`src/rtl/identify_map.vh`:
```
`ifndef IDENTIFY_MAP_VH
`define IDENTIFY_MAP_VH

// ****************************************************************
// Identify byte layout
// ****************************************************************
`define ID_FLAG_BIT        7
`define ID_GRANT_BIT       6
`define ID_TRS_BIT         5
`define ID_RSV_HI_BIT      4
`define ID_RSV_LO_BIT      3
`define ID_LUN_HI_BIT      2
`define ID_LUN_LO_BIT      0
`define ID_SUPPORTED_LUN   3'h0
`define ID_TX_BASE         8'h80

// ****************************************************************
// Bus phase codes seen by the handler
// ****************************************************************
`define PH_SELECT          4'h0
`define PH_COMMAND         4'h1
`define PH_DATA_OUT        4'h2
`define PH_DATA_IN         4'h3
`define PH_STATUS          4'h4
`define PH_MSG_OUT         4'h5
`define PH_AFTER_CMD_DONE  4'h6
`define PH_AFTER_DISC      4'h7
`define PH_AFTER_REJECT    4'h8
`define PH_AFTER_RESTORE   4'h9
`define PH_AFTER_IDENTIFY  4'hA

// ****************************************************************
// Command opcodes and answers for an unsupported unit
// ****************************************************************
`define OP_INQUIRY         8'h12
`define OP_REQUEST_SENSE   8'h03
`define INQ_NO_DEVICE      8'h7F
`define SK_ILLEGAL_REQ     4'h5
`define ASC_LUN_UNSUPP     8'h25
`define ASCQ_ZERO          8'h00

// ****************************************************************
// Register offsets (byte addresses)
// ****************************************************************
`define REG_CTRL           8'h00
`define REG_STATE          8'h04
`define REG_INT_STATUS     8'h08
`define REG_INT_MASK       8'h0C
`define REG_LAST_MSG       8'h10

// ****************************************************************
// Field positions and reset values
// ****************************************************************
`define CTRL_ENABLE_BIT    0
`define CTRL_DROP_BIT      1
`define CTRL_RESET         32'h0000_0001
`define INT_W              5
`define INT_FIRST_BIT      0
`define INT_INVALID_BIT    1
`define INT_MISMATCH_BIT   2
`define INT_BUS_FREE_BIT   3
`define INT_LUN_UNSUPP_BIT 4
`define INT_MASK_RESET     5'h00
`define RESP_OKAY          2'h0
`define RESP_SLVERR        2'h2

`endif

```
`src/rtl/identify_decode.v`:
```
`timescale 1ns/1ps
`default_nettype none
`include "identify_map.vh"

module identify_decode (
	input  wire [7:0] msg_byte_in,
	output wire       is_identify_out,
	output wire       grant_out,
	output wire       valid_out,
	output wire [2:0] lun_out
);

	// ****************************************************************
	// Field extraction
	// ****************************************************************
	wire trs_set;
	wire rsv_set;

	// Top bit alone marks the message kind
	assign is_identify_out = msg_byte_in[`ID_FLAG_BIT];
	assign grant_out       = msg_byte_in[`ID_GRANT_BIT];
	assign trs_set         = msg_byte_in[`ID_TRS_BIT];
	assign rsv_set         = msg_byte_in[`ID_RSV_HI_BIT] | msg_byte_in[`ID_RSV_LO_BIT];
	assign lun_out         = msg_byte_in[`ID_LUN_HI_BIT:`ID_LUN_LO_BIT];

	// Either routine select or reserved bits spoil the byte
	assign valid_out = is_identify_out & ~trs_set & ~rsv_set;

endmodule
`default_nettype wire

```
`src/rtl/identify_message_handler.v`:
```
// Overview of operation
// - Byte with top bit set is Identify
// - Bit six grants or forbids disconnect
// - Own Identify byte sends grant zero
// - Unit number from low bits, unit zero
// - Other unit: check condition for commands
// - Inquiry on other unit: no device
// - Request sense other unit: unit unsupported
// - Reserved or routine select set: invalid
// - Disconnect once per long command
// - First valid Identify in selection latches grant, unit
// - Repeat during selection updates grant
// - Repeat in transfer phases: continue
// - Repeat after command complete: bus free
// - After disconnect: update, stay or free
// - After reject, restore, identify: update, continue
`timescale 1ns/1ps
`default_nettype none
`include "identify_map.vh"

module identify_message_handler (
	input  wire        sys_clk_in,
	input  wire        rst_n_in,
	input  wire        ce_in,
	// Message path
	input  wire        msg_valid_in,
	input  wire [7:0]  msg_byte_in,
	input  wire [3:0]  bus_phase_in,
	input  wire        conn_end_in,
	// Command path
	input  wire        cmd_valid_in,
	input  wire [7:0]  cmd_opcode_in,
	input  wire        cmd_done_in,
	input  wire        disc_taken_in,
	// AXI4-Lite slave
	input  wire [7:0]  s_axi_awaddr,
	input  wire        s_axi_awvalid,
	output wire        s_axi_awready,
	input  wire [31:0] s_axi_wdata,
	input  wire [3:0]  s_axi_wstrb,
	input  wire        s_axi_wvalid,
	output wire        s_axi_wready,
	output reg  [1:0]  s_axi_bresp,
	output reg         s_axi_bvalid,
	input  wire        s_axi_bready,
	input  wire [7:0]  s_axi_araddr,
	input  wire        s_axi_arvalid,
	output wire        s_axi_arready,
	output reg  [31:0] s_axi_rdata,
	output reg  [1:0]  s_axi_rresp,
	output reg         s_axi_rvalid,
	input  wire        s_axi_rready,
	// Results
	output reg         process_messages_out,
	output reg         disconnect_grant_bit_out,
	output reg  [2:0]  lun_out,
	output reg         continue_out,
	output reg         bus_free_out,
	output reg         invalid_identify_out,
	output reg         lun_mismatch_out,
	output reg         check_condition_out,
	output reg  [3:0]  sense_key_out,
	output reg  [7:0]  sense_asc_out,
	output reg  [7:0]  sense_ascq_out,
	output reg  [7:0]  inquiry_byte0_out,
	output reg         inquiry_override_out,
	output wire        disconnect_ok_out,
	output wire        hold_connection_out,
	output wire [7:0]  tx_identify_out,
	output wire        irq_out
);

	// ****************************************************************
	// Byte decode
	// ****************************************************************
	wire       dec_is_id;
	wire       dec_grant;
	wire       dec_valid;
	wire [2:0] dec_lun;

	identify_decode u_decode (
		.msg_byte_in     (msg_byte_in),
		.is_identify_out (dec_is_id),
		.grant_out       (dec_grant),
		.valid_out       (dec_valid),
		.lun_out         (dec_lun)
	);

	// ****************************************************************
	// Register storage
	// ****************************************************************
	reg  [31:0]         ctrl;
	reg  [`INT_W-1:0]   int_status;
	reg  [`INT_W-1:0]   int_mask;
	reg  [7:0]          last_msg;
	reg                 disc_used;
	reg  [`INT_W-1:0]   events;
	wire                enable;
	wire                id_event;
	wire                same_lun;

	assign enable   = ctrl[`CTRL_ENABLE_BIT];
	assign id_event = enable & msg_valid_in & dec_is_id;
	assign same_lun = (dec_lun == lun_out);

	// ****************************************************************
	// Identify handling by phase
	// ****************************************************************
	reg       next_pm;
	reg       next_grant;
	reg [2:0] next_lun;
	reg       next_cont;
	reg       next_free;
	reg       next_inv;
	reg       next_mis;

	// Phase table for a repeat with the same unit
	always @* begin
		next_pm    = process_messages_out;
		next_grant = disconnect_grant_bit_out;
		next_lun   = lun_out;
		next_cont  = 1'b0;
		next_free  = 1'b0;
		next_inv   = 1'b0;
		next_mis   = 1'b0;
		if (id_event) begin
			if (!dec_valid) begin
				next_inv = 1'b1;
			end else if (!process_messages_out) begin
				// Only selection opens the message system
				if (bus_phase_in == `PH_SELECT) begin
					next_pm    = 1'b1;
					next_grant = dec_grant;
					next_lun   = dec_lun;
				end
			end else if (!same_lun) begin
				next_mis = 1'b1;
			end else begin
				case (bus_phase_in)
					`PH_SELECT: begin
						next_grant = dec_grant;
					end
					`PH_COMMAND, `PH_DATA_OUT, `PH_DATA_IN, `PH_STATUS, `PH_MSG_OUT: begin
						next_cont = 1'b1;
					end
					`PH_AFTER_CMD_DONE: begin
						next_free = 1'b1;
					end
					`PH_AFTER_DISC: begin
						next_grant = dec_grant;
						next_cont  = ~dec_grant;
						next_free  = dec_grant;
					end
					`PH_AFTER_REJECT, `PH_AFTER_RESTORE, `PH_AFTER_IDENTIFY: begin
						next_grant = dec_grant;
						next_cont  = 1'b1;
					end
					default: begin
						next_cont = 1'b0;
					end
				endcase
			end
		end
		// Leaving the bus ends the connection state
		if (next_free || conn_end_in || ctrl[`CTRL_DROP_BIT]) begin
			next_pm = 1'b0;
		end
	end

	// Connection state and one-cycle results
	always @(posedge sys_clk_in) begin
		if (!rst_n_in) begin
			process_messages_out     <= 1'b0;
			disconnect_grant_bit_out <= 1'b0;
			lun_out                  <= `ID_SUPPORTED_LUN;
			continue_out             <= 1'b0;
			bus_free_out             <= 1'b0;
			invalid_identify_out     <= 1'b0;
			lun_mismatch_out         <= 1'b0;
			last_msg                 <= 8'h00;
		end else if (ce_in) begin
			process_messages_out     <= next_pm;
			disconnect_grant_bit_out <= next_grant;
			lun_out                  <= next_lun;
			continue_out             <= next_cont;
			bus_free_out             <= next_free;
			invalid_identify_out     <= next_inv;
			lun_mismatch_out         <= next_mis;
			if (id_event) begin
				last_msg <= msg_byte_in;
			end
		end
	end

	// ****************************************************************
	// Disconnect bookkeeping
	// ****************************************************************
	// One disconnect per command; cleared when the command ends
	always @(posedge sys_clk_in) begin
		if (!rst_n_in) begin
			disc_used <= 1'b0;
		end else if (ce_in) begin
			if (cmd_done_in || !process_messages_out) begin
				disc_used <= 1'b0;
			end else if (disc_taken_in) begin
				disc_used <= 1'b1;
			end
		end
	end

	assign disconnect_ok_out   = process_messages_out & disconnect_grant_bit_out & ~disc_used;
	assign hold_connection_out = process_messages_out & ~disconnect_grant_bit_out;
	// Own Identify on reselection never offers a grant
	assign tx_identify_out     = `ID_TX_BASE | {5'h00, lun_out};

	// ****************************************************************
	// Commands to an unsupported unit
	// ****************************************************************
	wire lun_bad;
	wire cmd_event;

	assign lun_bad   = process_messages_out & (lun_out != `ID_SUPPORTED_LUN);
	assign cmd_event = enable & cmd_valid_in & lun_bad;

	// Sense stays until reset so a later request sense can read it
	always @(posedge sys_clk_in) begin
		if (!rst_n_in) begin
			check_condition_out  <= 1'b0;
			inquiry_override_out <= 1'b0;
			inquiry_byte0_out    <= 8'h00;
			sense_key_out        <= 4'h0;
			sense_asc_out        <= 8'h00;
			sense_ascq_out       <= 8'h00;
		end else if (ce_in) begin
			check_condition_out  <= 1'b0;
			inquiry_override_out <= 1'b0;
			if (cmd_event) begin
				sense_key_out  <= `SK_ILLEGAL_REQ;
				sense_asc_out  <= `ASC_LUN_UNSUPP;
				sense_ascq_out <= `ASCQ_ZERO;
				case (cmd_opcode_in)
					`OP_INQUIRY: begin
						inquiry_override_out <= 1'b1;
						inquiry_byte0_out    <= `INQ_NO_DEVICE;
					end
					`OP_REQUEST_SENSE: begin
						inquiry_override_out <= 1'b0;
					end
					default: begin
						check_condition_out <= 1'b1;
					end
				endcase
			end
		end
	end

	// ****************************************************************
	// Interrupt events
	// ****************************************************************
	always @* begin
		events = {`INT_W{1'b0}};
		events[`INT_FIRST_BIT]      = ~process_messages_out & next_pm;
		events[`INT_INVALID_BIT]    = next_inv;
		events[`INT_MISMATCH_BIT]   = next_mis;
		events[`INT_BUS_FREE_BIT]   = next_free;
		events[`INT_LUN_UNSUPP_BIT] = cmd_event;
	end

	assign irq_out = |(int_status & int_mask);

	// ****************************************************************
	// AXI4-Lite write channel
	// ****************************************************************
	reg        aw_held;
	reg        w_held;
	reg [7:0]  aw_addr;
	reg [31:0] w_data;
	reg [3:0]  w_strb;
	wire       wr_fire;
	wire [31:0] strb_mask;

	// Address and data may arrive in either order
	assign s_axi_awready = ~aw_held & ~s_axi_bvalid;
	assign s_axi_wready  = ~w_held & ~s_axi_bvalid;
	assign wr_fire       = aw_held & w_held & ~s_axi_bvalid;
	assign strb_mask     = {{8{w_strb[3]}}, {8{w_strb[2]}}, {8{w_strb[1]}}, {8{w_strb[0]}}};

	always @(posedge sys_clk_in) begin
		if (!rst_n_in) begin
			aw_held      <= 1'b0;
			w_held       <= 1'b0;
			aw_addr      <= 8'h00;
			w_data       <= 32'h0000_0000;
			w_strb       <= 4'h0;
			s_axi_bvalid <= 1'b0;
			s_axi_bresp  <= `RESP_OKAY;
		end else if (ce_in) begin
			if (s_axi_awvalid && s_axi_awready) begin
				aw_held <= 1'b1;
				aw_addr <= s_axi_awaddr;
			end
			if (s_axi_wvalid && s_axi_wready) begin
				w_held <= 1'b1;
				w_data <= s_axi_wdata;
				w_strb <= s_axi_wstrb;
			end
			if (wr_fire) begin
				aw_held      <= 1'b0;
				w_held       <= 1'b0;
				s_axi_bvalid <= 1'b1;
				case (aw_addr)
					`REG_CTRL, `REG_STATE, `REG_INT_STATUS, `REG_INT_MASK,
					`REG_LAST_MSG: s_axi_bresp <= `RESP_OKAY;
					default: s_axi_bresp <= `RESP_SLVERR;
				endcase
			end else if (s_axi_bvalid && s_axi_bready) begin
				s_axi_bvalid <= 1'b0;
			end
		end
	end

	// Register updates; a new event beats a same-cycle clear
	always @(posedge sys_clk_in) begin
		if (!rst_n_in) begin
			ctrl       <= `CTRL_RESET;
			int_status <= {`INT_W{1'b0}};
			int_mask   <= `INT_MASK_RESET;
		end else if (ce_in) begin
			// Drop request is a one-shot
			ctrl[`CTRL_DROP_BIT] <= 1'b0;
			if (wr_fire && aw_addr == `REG_CTRL) begin
				ctrl <= (ctrl & ~strb_mask) | (w_data & strb_mask);
			end
			if (wr_fire && aw_addr == `REG_INT_MASK) begin
				int_mask <= (int_mask & ~strb_mask[`INT_W-1:0]) | (w_data[`INT_W-1:0] & strb_mask[`INT_W-1:0]);
			end
			if (wr_fire && aw_addr == `REG_INT_STATUS) begin
				int_status <= (int_status & ~(w_data[`INT_W-1:0] & strb_mask[`INT_W-1:0])) | events;
			end else begin
				int_status <= int_status | events;
			end
		end
	end

	// ****************************************************************
	// AXI4-Lite read channel
	// ****************************************************************
	reg [31:0] rd_word;
	reg        rd_hit;

	assign s_axi_arready = ~s_axi_rvalid;

	always @* begin
		rd_word = 32'h0000_0000;
		rd_hit  = 1'b1;
		case (s_axi_araddr)
			`REG_CTRL:       rd_word = ctrl & 32'h0000_0001;
			`REG_STATE:      rd_word = {24'h00_0000, disc_used, lun_bad, lun_out,
						hold_connection_out, disconnect_grant_bit_out, process_messages_out};
			`REG_INT_STATUS: rd_word = {27'h000_0000, int_status};
			`REG_INT_MASK:   rd_word = {27'h000_0000, int_mask};
			`REG_LAST_MSG:   rd_word = {24'h00_0000, last_msg};
			default:         rd_hit  = 1'b0;
		endcase
	end

	// Answer one cycle after the address is taken
	always @(posedge sys_clk_in) begin
		if (!rst_n_in) begin
			s_axi_rvalid <= 1'b0;
			s_axi_rdata  <= 32'h0000_0000;
			s_axi_rresp  <= `RESP_OKAY;
		end else if (ce_in) begin
			if (s_axi_arvalid && s_axi_arready) begin
				s_axi_rvalid <= 1'b1;
				s_axi_rdata  <= rd_word;
				s_axi_rresp  <= rd_hit ? `RESP_OKAY : `RESP_SLVERR;
			end else if (s_axi_rvalid && s_axi_rready) begin
				s_axi_rvalid <= 1'b0;
			end
		end
	end

endmodule
`default_nettype wire

```
`config.mk`:
```
export PLATFORM = sky130hd
export DESIGN_NAME = identify_message_handler
export DESIGN_NICKNAME = d
export VERILOG_FILES = /design/src/rtl/identify_decode.v /design/src/rtl/identify_message_handler.v
export VERILOG_INCLUDE_DIRS = /design/src /design/src/rtl
export SDC_FILE = /design/constraint.sdc
export NUM_CORES = 1
export LEC_CHECK = 0
export BUFFER_PORTS_ARGS = -buffer_cell sky130_fd_sc_hd__buf_2
export CAP_MARGIN = 40
export CORE_MARGIN = 2
export CORE_UTILIZATION = 45
export DETAILED_ROUTE_END_ITERATION = 6
export PLACE_DENSITY = 0.83
export SLEW_MARGIN = 20
export SYNTH_ARGS = -nofsm -noshare
export SYNTH_HDL_FRONTEND = slang
export SYNTH_SLANG_ARGS = --single-unit
```
`constraint.sdc`:
```
create_clock -name sys_clk_in -period 3.85 [get_ports sys_clk_in]
set_clock_uncertainty 0.1 [all_clocks]
set_input_delay 0 -clock sys_clk_in [delete_from_list [all_inputs] [get_ports sys_clk_in]]
set_output_delay 0 -clock sys_clk_in [all_outputs]
set_load 0.01 [all_outputs]
```
==> results of run 1 <==
## worst max-delay path: cells and delay by family, from the launching register on
kind	cells	cell delay (ns)
buf+inv	2	0.68
simple gates	2	0.53
flops	1	0.52
compound gates	2	0.37
## what timing repair did
action | CTS | global route
hold buffers | 34 | 0
endpoints found under the setup margin | 0 | 0
endpoints found under the hold margin | 37 | 0
resized for setup | 0 | 0
## report_power, final
group	internal (W)	switching (W)
combinational	0.0000794	0.0000917
clock	0.000357	0.000238
sequential	0.000657	0.0000148
total	0.00109	0.000344
## registers in the layout, indices dropped and copies added (netlist names), 3 cells and up, named ones only
register and count:
last_msg 8, w_data 5, s_axi_rdata 8, lun_out 3, int_status 5, aw_addr 8
## per-stage QoR
| stage | setup slack, ns | instances | power [W] |
|---|---|---|---|
| 2_1_floorplan | 2.05 | 425 | 0.000809 |
| 3_3_place_gp | 1.91 | 546 | 0.000822 |
| 3_5_place_dp | 1.85 | 547 | 0.000829 |
| 4_1_cts | 1.62 | 596 | 0.00145 |
| 5_1_grt | 1.43 | 596 | 0.00150 |
| 6_report | 1.59 | 596 | 0.00144 |
## synth_stat cells (2+ instances only)
library cell	instances
and3_1	2
nor3_1	3
nand3b_1	2
and4b_1	2
a21boi_0	10
a31oi_1	4
nor4_1	2
or4_4	2
nor4bb_1	2
nor2b_1	29
conb_1	2
nand4b_1	2
a22o_1	4
a21oi_1	16
a32oi_1	3
dfxtp_1	62
inv_1	6
a22oi_1	8
buf_4	61
nand3_1	4
or3_1	3
and4_1	3
xnor2_1	4
mux2i_1	23
o21ai_0	13
nand2b_1	2
nor2_1	21
nand2_1	41
o21a_1	9
nor3b_1	2
buf_6	2
clkbuf_1	13
nand4_1	2
## per-layer routing
layer / routed length [um] / global-route usage / vias to the layer above
met5: 0 / 0 / -
met4: 80 / 0.0526 / 0
met1: 3370 / 0.218 / 1366
met2: 4160 / 0.360 / 112
met3: 540 / 0.0654 / 8
li1: - / - / 1437
## cell families (layout without fill, tap and decap cells)
logic type / after synthesis / in the layout / share of synthesized area
DFF: 62 / 62 / 0.374
xor gates and xnor gates: 4 / 4 / 0.0106
buffers and inverters: 84 / 156 / 0.169
muxes: 24 / 24 / 0.0762
AOI/OAI and AO/OA: 73 / 73 / 0.147
and+or+nand+nor: 131 / 131 / 0.220
other: 2 / 47 / 0.00226
## area by class of cell
type / count / area (um2) / share of cell area
Multi-Input combinational cell: 279 / 1710 / 0.412
Sequential cell: 62 / 1240 / 0.300
Timing Repair Buffer: 134 / 843 / 0.204
Clock buffer: 10 / 128 / 0.0308
Tap cell: 99 / 124 / 0.0299
Clock inverter: 5 / 75.1 / 0.0181
Inverter: 7 / 26.3 / 0.00634
## worst max-delay path by stage
stage / start / end / cells past startpoint
2_1_floorplan: aw_addr[1] / int_status[1] / 5
3_3_place_gp: register / lun_out[1] / 5
3_5_place_dp: aw_addr[1] / int_status[4] / 5
4_1_cts: process_messages_out / inquiry_override_out / 6
5_1_grt: process_messages_out / inquiry_override_out / 6
6_report: process_messages_out / inquiry_override_out / 6
## cells in the final DEF, fill, tap and decap left out, drive strengths merged, types with 6 or more instances in the layout
| master | instances |
|---|---|
| inv | 6 |
| buf | 100 |
| nor2 | 21 |
| dlygate4sd3 | 34 |
| mux2i | 23 |
| o21ai | 13 |
| a22oi | 8 |
| conb | 47 |
| nand2 | 42 |
| o21a | 9 |
| a21oi | 16 |
| nor2b | 29 |
| clkbuf | 10 |
| dfxtp | 62 |
| a21boi | 10 |
==> results.md, run 1 <==
* Crit path DAT at 2.44 ns
* Max VDD drop at 0.234 mV
* Die area at 8070 um2
* Tmin final at 2.26 ns
* Fin crit share at 0.586
* Layout Nets at 578
* Post-CTS setup buffers at 0
* Gpl congestion at 0.807
* Synth area leaders: dfxtp_1 (37%), buf_4 (14%), mux2i_1 (6.9%)
* Slew @ Worst Pin at 0.747 ns
* TritonCTS buffer count at 9
* Setup TNS at 0 ns
* DIE HEIGHT at 89.9 um
* # H-tree levels at 3
* Area grow syn2layout at 24.9%
* Worst Path Class, Setup: register to register
* Global-route wire length before repair at 13000 um
* Final slew viol count at 0
* Layout cells sized above 1 at 0.247
* TritonCTS clock tree: yes
* Row count at 31
* Critical path fanouts, max at 10
* Yosys warning total at 0
* Final setup fails at 0
* Vias/cell at 4.90
* CP required at 4.04 ns
* Static Leak at 1.92 nW
* GRT Util Overall at 0.197
* Mapped Area at 3320 um2
* DRT Wirelength at 8160 um
* Post-synth cell types at 49
* Top cell type by total area after synthesis: dfxtp_1
* Starting DRT DRC Count at 177
* R2R Path Start: process_messages_out
* Worst R2R End: inquiry_override_out
* PD cells at 347 nW/um2
* FF+latch count, synth at 62
* WL/cell at 13.7 um
* Drt first pass iters at 4
* Vias at 2923
* Critical Path Start Type: register
* CTS Sinks at 62
* IO buf count at 98
* EDFF count, synth at 0
* Min-delay worst type: input pin to register
* RSZ-0062 raised after global routing: no
* Crit-path max cell delay at 0.61 ns
* CP max stage cell: dlygate4sd3_1
* Post-synth top flop: dfxtp_1
* Synthesized area per cell at 8.73 um2
* Max-Slew Margin vs Limit at 0.501
* Die width at 89.9 um
* # Max-Cap Violations at 0
* Area of placed instances at 3600 um2
* Fmax at 443 MHz
* WHS at 0.0170 ns
* Antenna violations before repair at 0
* Top Ports at 176
* Sequential area share after synthesis at 0.374
* Final Hold Vio Count at 0
* Pin count of the biggest net entering global routing at 32
* HPWL Detailed at 5680 um
* Vias in the first global route at 2810
* Worst Hold Launch: rst_n_in
* Worst-case clock buffer depth at 2
* R2r setup slk at 1.59 ns
* Detail Route Antenna Nets at 0
* Starting Density at 0.462
* Synth top area share at 0.374
* Worst path cell trace: o31a_1, and4_1, inv_1, nor4_1, dlygate4sd3_1, o21a_1
* Root buf cell: clkbuf_8
* Later-pin clock latency in the skew report at 0.34 ns
* Crit end category: register
* Status: completed
* WHS Path Cells at 2
* Fill cells at 626
* Overflow after GRT at 0
* Utilization after layout at 0.577
* Post-route cell area at 4140 um2
* R2R depth at 6
* Ys async rst share at 0
* Worst-path clk slew at 0.06 ns
* Post-synthesis instance total at 380
* Min-Delay Endpoint: sense_key_out[0]
* Core Area at 7180 um2
* Number of diodes at 0
* # DRC at 0
No activity file was read; power rests on OpenSTA's default activity.
==> run 2, diff against run 1 <==
- ABC_AREA: not set -> 1
- PLACE_DENSITY: 0.83 -> 0.82
- clock period: 3.85 -> 2.1 ns (I/O delays scaled with it)
==> run 2 against run 1 <==
Effect of this change:
- register-to-register slack lost 1.4 ns
- critical path depth down 1
- sequential cell count did not move
- via count increased by 18%
- synthesized cell count up 34%
- first-iteration DRC count grew 18%
- critical path type is now input pin to register
- largest power group unchanged
- area after synthesis increased by 3.8%
- die area grew 3.7%
- clock power increased by 71%
- global-route usage rose by 1.9 points
- cell area rose by 4.5%
==> results.md, run 2 <==
* Comb power frac at 0.136 (was 0.119)
* Ys async rst share at 0 (unchanged)
* Core Area at 7330 um2 (was 7180 um2)
* RSZ-0062 raised after global routing: no (unchanged)
* Starting DRT DRC Count at 209 (was 177)
* Mapped Area at 3440 um2 (was 3320 um2)
* Worst-path clk slew at 0.07 ns (was 0.06 ns)
* Final setup fails at 0 (unchanged)
* CP Buf/Inv Count at 4 (was 2)
* Leading registers by flop count: aw_addr (8), last_msg (8), s_axi_rdata (8) (unchanged)
* FF+latch count, synth at 62 (unchanged)
* Fmax at 525 MHz
* WHS at 0.00955 ns (was 0.0170 ns)
* Crit end category: register (unchanged)
* Worst-case clock buffer depth at 2 (unchanged)
* Static Leak at 2.20 nW (was 1.92 nW)
* Synthesized area per cell at 6.74 um2 (was 8.73 um2)
* Sequential area share after synthesis at 0.360 (was 0.374)
* Most frequent cells in the layout: nand2_1 (107), buf_2 (98), nor2_1 (76), dfxtp_1 (61), conb_1 (47) (was buf_2 (99), dfxtp_1 (62), conb_1 (47), nand2_1 (41), dlygate4sd3_1 (34))
* Layout cells sized above 1 at 0.205 (was 0.247)
* IO buf count at 98 (unchanged)
* Commonest cells in the synthesized netlist: nand2_1 (107), nor2_1 (76), buf_4 (64) (was dfxtp_1 (62), buf_4 (61), nand2_1 (41))
* Fill cells at 697 (was 626)
* Layout Nets at 721 (was 578)
* Critical path fanouts, max at 24 (was 10)
* Detail Route Antenna Nets at 0 (unchanged)
* Post-synthesis mux area share at 0 (was 0.0762)
* Gpl congestion at 0.901 (was 0.807)
* # H-tree levels at 3 (unchanged)
* Top Ports at 176 (unchanged)
* Top-count cell post-synth: nand2_1 (was dfxtp_1)
* Later-pin clock latency in the skew report at 0.35 ns (was 0.34 ns)
* Crit path DAT at 2.10 ns (was 2.44 ns)
* Post-synth top flop: dfxtp_1 (unchanged)
* Setup TNS at 0 ns (unchanged)
* Post-synthesis compound-gate area fraction at 0.123 (was 0.147)
* Synth top area share at 0.360 (was 0.374)
* Yosys warning total at 0 (unchanged)
* Vias at 3460 (was 2923)
* Internal power at 0.00193 W (was 0.00109 W)
* Tmin final at 1.90 ns
* Worst Path Class, Setup: input pin to register (was register to register)
* Final Hold Vio Count at 0 (unchanged)
* Row count at 31 (unchanged)
* WL/cell at 11.9 um (was 13.7 um)
* Crit-path max cell delay at 0.62 ns (was 0.61 ns)
* Delay-heaviest family, CP: buffers and inverters (unchanged)
* Critical Path Start Type: input pin (was register)
* Synth Area in Simple Gates at 0.307 (was 0.220)
* Clock power frac at 0.390 (was 0.414)
* PD cells at 607 nW/um2 (was 347 nW/um2)
* CTS Sinks at 62 (unchanged)
* TritonCTS buffer count at 9 (unchanged)
* EDFF count, synth at 0 (unchanged)
* # Max-Cap Violations at 0 (unchanged)
* Fin crit share at 0.907
* Final slew viol count at 0 (unchanged)
* GRT Util Overall at 0.216 (was 0.197)
* Die width at 91.5 um (was 89.9 um)
* Die area at 8370 um2 (was 8070 um2)
* XOR/XNOR Fraction of Synth Area at 0.00509 (was 0.0106)
* Post-CTS setup buffers at 0 (unchanged)
* Vias/cell at 4.68 (was 4.90)
* Worst path cell trace: dlygate4sd3_1, buf_2, clkinv_1, a2111oi_0, dlygate4sd3_1 (was o31a_1, and4_1, inv_1, nor4_1, dlygate4sd3_1, o21a_1)
* Antenna violations before repair at 0 (unchanged)
* Top cell type by total area after synthesis: dfxtp_1 (unchanged)
* Leading cell type in the layout, fill and taps excluded: nand2_1 (was buf_2)
* Pin count of the biggest net entering global routing at 26 (was 32)
* TritonCTS clock tree: yes (unchanged)
* # DRC at 0 (unchanged)
* Drt first pass iters at 4 (unchanged)
* DIE HEIGHT at 91.5 um (was 89.9 um)
* Root buf cell: clkbuf_8 (unchanged)
* Post-synth cell types at 30 (was 49)
* Vias in the first global route at 3243 (was 2810)
* Post-synthesis instance total at 511 (was 380)
* Number of diodes at 0 (unchanged)
* Sw Ratio at 0.265 (was 0.240)
* Largest family of logic cells by synthesized area: simple AND/OR/NAND/NOR gates (unchanged)
* DRT Wirelength at 8780 um (was 8160 um)
* P_sw at 0.000695 W (was 0.000344 W)
* Status: completed (unchanged)
* CP max stage cell: dlygate4sd3_1 (unchanged)
* Min-delay worst type: input pin to register (unchanged)
* Flop pwr share at 0.474 (was 0.467)
* Max VDD drop at 0.501 mV (was 0.234 mV)
* Synth area leaders: dfxtp_1 (36%), buf_4 (14%), nand2_1 (12%) (was dfxtp_1 (37%), buf_4 (14%), mux2i_1 (6.9%))
* Starting Density at 0.470 (was 0.462)
* Area grow syn2layout at 25.6% (was 24.9%)
* HPWL Detailed at 6330 um (was 5680 um)
* Overflow after GRT at 0 (unchanged)
* Adder-cell share of the synthesized area at 0 (unchanged)
* CP required at 2.29 ns (was 4.04 ns)
* Global-route wire length before repair at 14400 um (was 13000 um)
* CP most frequent cell: dlygate4sd3_1
[run 2: changes by cell type after synthesis, moves of 10 or more]
cell      change
a21boi_0     -10
a21oi_1      +24
clkbuf_1     -10
inv_1        +36
mux2i_1      -23
nand2_1      +66
nand3_1      +32
nor2_1       +55
nor2b_1      -29
o21ai_0      +27
[run 2: cells by family after synthesis]
group,after synthesis
other,2
AND/OR/NAND/NOR,242
AO/OA/AOI/OAI,83
buffers and inverters,120
XOR/XNOR,2
flip-flops,62
[run 2: worst paths after layout]
check                                           from        endpoint  slack (ns)  cells past startpoint
worst max-delay path                        rst_n_in       disc_used        0.20                      5
worst min-delay path                 bus_phase_in[0]    continue_out        0.01                      5
worst max register to register  process_messages_out       disc_used        0.20                      5
worst min register to register        s_axi_rdata[6]  s_axi_rdata[6]        0.36                      2
[run 2: final cells by class]
class | count | area, um2 | share of cell area
Multi-Input combinational cell | 374 | 1680 | 0.387
Sequential cell | 62 | 1240 | 0.287
Timing Repair Buffer | 141 | 916 | 0.212
Inverter | 48 | 180 | 0.0416
Clock buffer | 11 | 141 | 0.0327
Tap cell | 99 | 124 | 0.0286
Clock inverter | 4 | 47.5 | 0.0110
[run 2: what timing repair did]
action,CTS,global route
hold endpoints to repair,44,0
gates resized for setup,0,1
hold buffers,41,0
endpoints found under the setup margin,0,1
[run 2: worst register-to-register path, delay by kind of cell (launching register included)]
| kind | cells | cell delay [ns] |
|---|---|---|
| AND/OR/NAND/NOR | 1 | 0.12 |
| buffers and inverters | 3 | 0.82 |
| flip-flops | 1 | 0.42 |
| AO/OA/AOI/OAI | 1 | 0.39 |
[run 2: routing by layer]
metal | wire length [um] | global-route usage
met1 | 3610 | 0.238
met2 | 4530 | 0.392
met3 | 502 | 0.0689
met4 | 138 | 0.0631
met5 | 0 | 0
[run 2: power by group through the flow]
stage / Sequential (W) / Combinational, W / Clock (W)
2_1_floorplan: 0.00126 / 0.000260 / 0
3_3_place_gp: 0.00127 / 0.000286 / 0
3_5_place_dp: 0.00127 / 0.000293 / 0
4_1_cts: 0.00124 / 0.000350 / 0.00105
5_1_grt: 0.00125 / 0.000400 / 0.00110
6_report: 0.00124 / 0.000357 / 0.00102
[run 2: per-stage QoR]
stage	util	instances	area [um2]	total power (W)	setup slack, ns
finish	0.590	739	4330	0.00262	0.196
global route	0.590	739	4330	0.00274	0.0817
CTS	0.590	739	4330	0.00264	0.197
detailed placement	0.508	683	3730	0.00156	0.512
global placement	0.508	683	3730	0.00155	0.578
floorplan	-	556	3610	0.00152	0.757
==> run 3, diff against run 2 <==
- CORE_UTILIZATION: 45 -> 46
- PLACE_DENSITY: 0.82 -> 0.81
==> run 3 against run 2 <==
Effect of this change:
- sequential share of layout area increased by 0.10 points
- power increased by 5.7%
- combinational power decreased by 2%
- routed wire length decreased by 0.31%
- die area decreased by 2.1%
- sequential cell count unchanged
==> results.md, run 3 (same netlist as run 2, synthesis figures left out) <==
* Final slew viol count at 0 (unchanged)
* DRT Wirelength at 8750 um (was 8780 um)
* Worst Path Class, Setup: register to register (was input pin to register)
* IO buf count at 98 (unchanged)
* Top Ports at 176 (unchanged)
* Static Leak at 2.19 nW (was 2.20 nW)
* Vias/cell at 4.72 (was 4.68)
* TritonCTS buffer count at 9 (unchanged)
* Min-delay worst type: input pin to register (unchanged)
* Layout cells sized above 1 at 0.206 (was 0.205)
* CTS resizes at 0 (unchanged)
* Crit end category: register (unchanged)
* Row count at 31 (unchanged)
* Fmax at 507 MHz (was 525 MHz)
* Placed Cells at 684 (was 683)
* Final setup fails at 0 (unchanged)
* Drt first pass iters at 5 (was 4)
* Area grow syn2layout at 25.1% (was 25.6%)
* Vias at 3463 (was 3460)
* RSZ-0062 raised after global routing: no (unchanged)
* R2R depth at 5 (unchanged)
* Crit-path max cell delay at 0.61 ns (was 0.62 ns)
* Setup TNS at 0 ns (unchanged)
* CP max stage cell: dlygate4sd3_1 (unchanged)
* PD cells at 644 nW/um2 (was 607 nW/um2)
* Most frequent cells in the layout: nand2_1 (107), buf_2 (98), nor2_1 (76), dfxtp_1 (62), conb_1 (47) (was nand2_1 (107), buf_2 (98), nor2_1 (76), dfxtp_1 (61), conb_1 (47))
* # Max-Cap Violations at 0 (unchanged)
* CP required at 2.28 ns (was 2.29 ns)
* Worst R2R End: disc_used (unchanged)
* Crit path DAT at 2.15 ns (was 2.10 ns)
* WL/cell at 11.9 um (about the same)
* Layout Nets at 716 (was 721)
* Final Hold Vio Count at 0 (unchanged)
* Die area at 8200 um2 (was 8370 um2)
* Setup crit end: disc_used (unchanged)
* Power Total at 0.00277 W (was 0.00262 W)
* # DRC at 0 (unchanged)
* Worst-case clock buffer depth at 2 (unchanged)
* Fin cells at 734 (was 739)
* # H-tree levels at 3 (unchanged)
* Worst path cell trace: inv_1, nand2_1, inv_1, a2111oi_0, dlygate4sd3_1 (was dlygate4sd3_1, buf_2, clkinv_1, a2111oi_0, dlygate4sd3_1)
* Die width at 90.5 um (was 91.5 um)
* Status: completed (unchanged)
* Core Area at 7250 um2 (was 7330 um2)
* R2r setup slk at 0.13 ns (was 0.20 ns)
* Max VDD drop at 0.528 mV (was 0.501 mV)
* Pin count of the biggest net entering global routing at 27 (was 26)
* Number of diodes at 0 (unchanged)
* Gpl congestion at 0.858 (was 0.901)
* CTS Sinks at 62 (unchanged)
* DIE HEIGHT at 90.5 um (was 91.5 um)
* Antenna violations before repair at 0 (unchanged)
* HPWL Detailed at 6280 um (was 6330 um)
* Starting Density at 0.475 (was 0.470)
* CP most frequent cell: inv_1 (was dlygate4sd3_1)
* Leading cell type in the layout, fill and taps excluded: nand2_1 (unchanged)
* Fill cells at 681 (was 697)
* Leading registers by flop count: aw_addr (8), last_msg (8), s_axi_rdata (8) (unchanged)
* Starting DRT DRC Count at 166 (was 209)
* Fin crit share at 0.940 (was 0.907)
* Worst setup startpoint: process_messages_out (was rst_n_in)
* TritonCTS clock tree: yes (unchanged)
* Vias in the first global route at 3100 (was 3243)
* Overflow after GRT at 0 (unchanged)
* Later-pin clock latency in the skew report at 0.35 ns (about the same)
* GRT Util Overall at 0.213 (was 0.216)
* Detail Route Antenna Nets at 0 (unchanged)
* Global-route wire length before repair at 14200 um (was 14400 um)
* Critical Path Start Type: register (was input pin)
* Worst-path clk slew at 0.07 ns (about the same)
* R2R Path Start: process_messages_out (unchanged)
* Critical path fanouts, max at 9 (was 24)
* Root buf cell: clkbuf_8 (unchanged)
* Tmin final at 1.97 ns (was 1.90 ns)
## run 3: changes by cell type in the layout (fill, tap and decap cells not counted), sizes merged
cell | previous run | this run
bufinv | 1 | 2
clkbuf | 11 | 12
clkinv | 3 | 1
dlygate4sd3 | 41 | 35
buf | 100 | 101
## run 3: layer usage
layer | up-vias | wire [um] | GRT usage | share of wire
li1 | 1765 | - | - | -
met1 | 1553 | 3560 | 0.241 | 0.41
met2 | 132 | 4550 | 0.392 | 0.52
met3 | 13 | 534 | 0.0459 | 0.061
met4 | 0 | 112 | 0.0744 | 0.013
met5 | - | 0 | 0 | 0
## run 3: worst min-delay path by stage
stage / to / cells after the start / startpoint
2_1_floorplan: disc_used / 1 / cmd_done_in
3_3_place_gp: disc_used / 2 / cmd_done_in
3_5_place_dp: disc_used / 2 / cmd_done_in
4_1_cts: aw_addr[0] / 3 / rst_n_in
5_1_grt: aw_addr[0] / 3 / rst_n_in
6_report: aw_addr[0] / 3 / rst_n_in
## run 3: final cells by class
| type | count | area, um2 | share of cell area |
|---|---|---|---|
| tap | 99 | 124 | 0.0288 |
| inverter | 48 | 180 | 0.0418 |
| clock inverter | 3 | 67.6 | 0.0157 |
| multi-input combinational | 374 | 1680 | 0.389 |
| clock buffer | 12 | 155 | 0.0360 |
| sequential | 62 | 1240 | 0.288 |
| timing repair buffer | 136 | 863 | 0.200 |
## run 3: through the flow
| step | utilization | hold slack [ns] | area (um2) | worst slack (ns) |
|---|---|---|---|---|
| floorplan | - | 0.0154 | 3610 | 0.757 |
| global placement | 0.515 | 0.104 | 3730 | 0.564 |
| detailed placement | 0.515 | 0.112 | 3730 | 0.493 |
| CTS | 0.594 | 0.00133 | 4310 | 0.207 |
| global route | 0.594 | 0.0386 | 4310 | 0.00909 |
| finish | 0.594 | 0.0135 | 4310 | 0.127 |
## run 3: power by group
| part | leakage (nW) | switching [W] | internal [W] |
|---|---|---|---|
| combinational | 1.58 | 0.000209 | 0.000140 |
| clock | 0.109 | 0.000453 | 0.000727 |
| sequential | 0.504 | 0.0000306 | 0.00121 |
## run 3: what timing repair did
| item | CTS | global route |
|---|---|---|
| hold buffers | 35 | 0 |
| hold endpoints to repair | 35 | 0 |
| buffers inserted | 0 | 0 |
## run 3: critical path, delay by kind of cell, from the launching register on
family | cells | cell delay, ns
buf+inv | 3 | 0.84
flops | 1 | 0.49
compound gates | 1 | 0.36
simple gates | 1 | 0.12
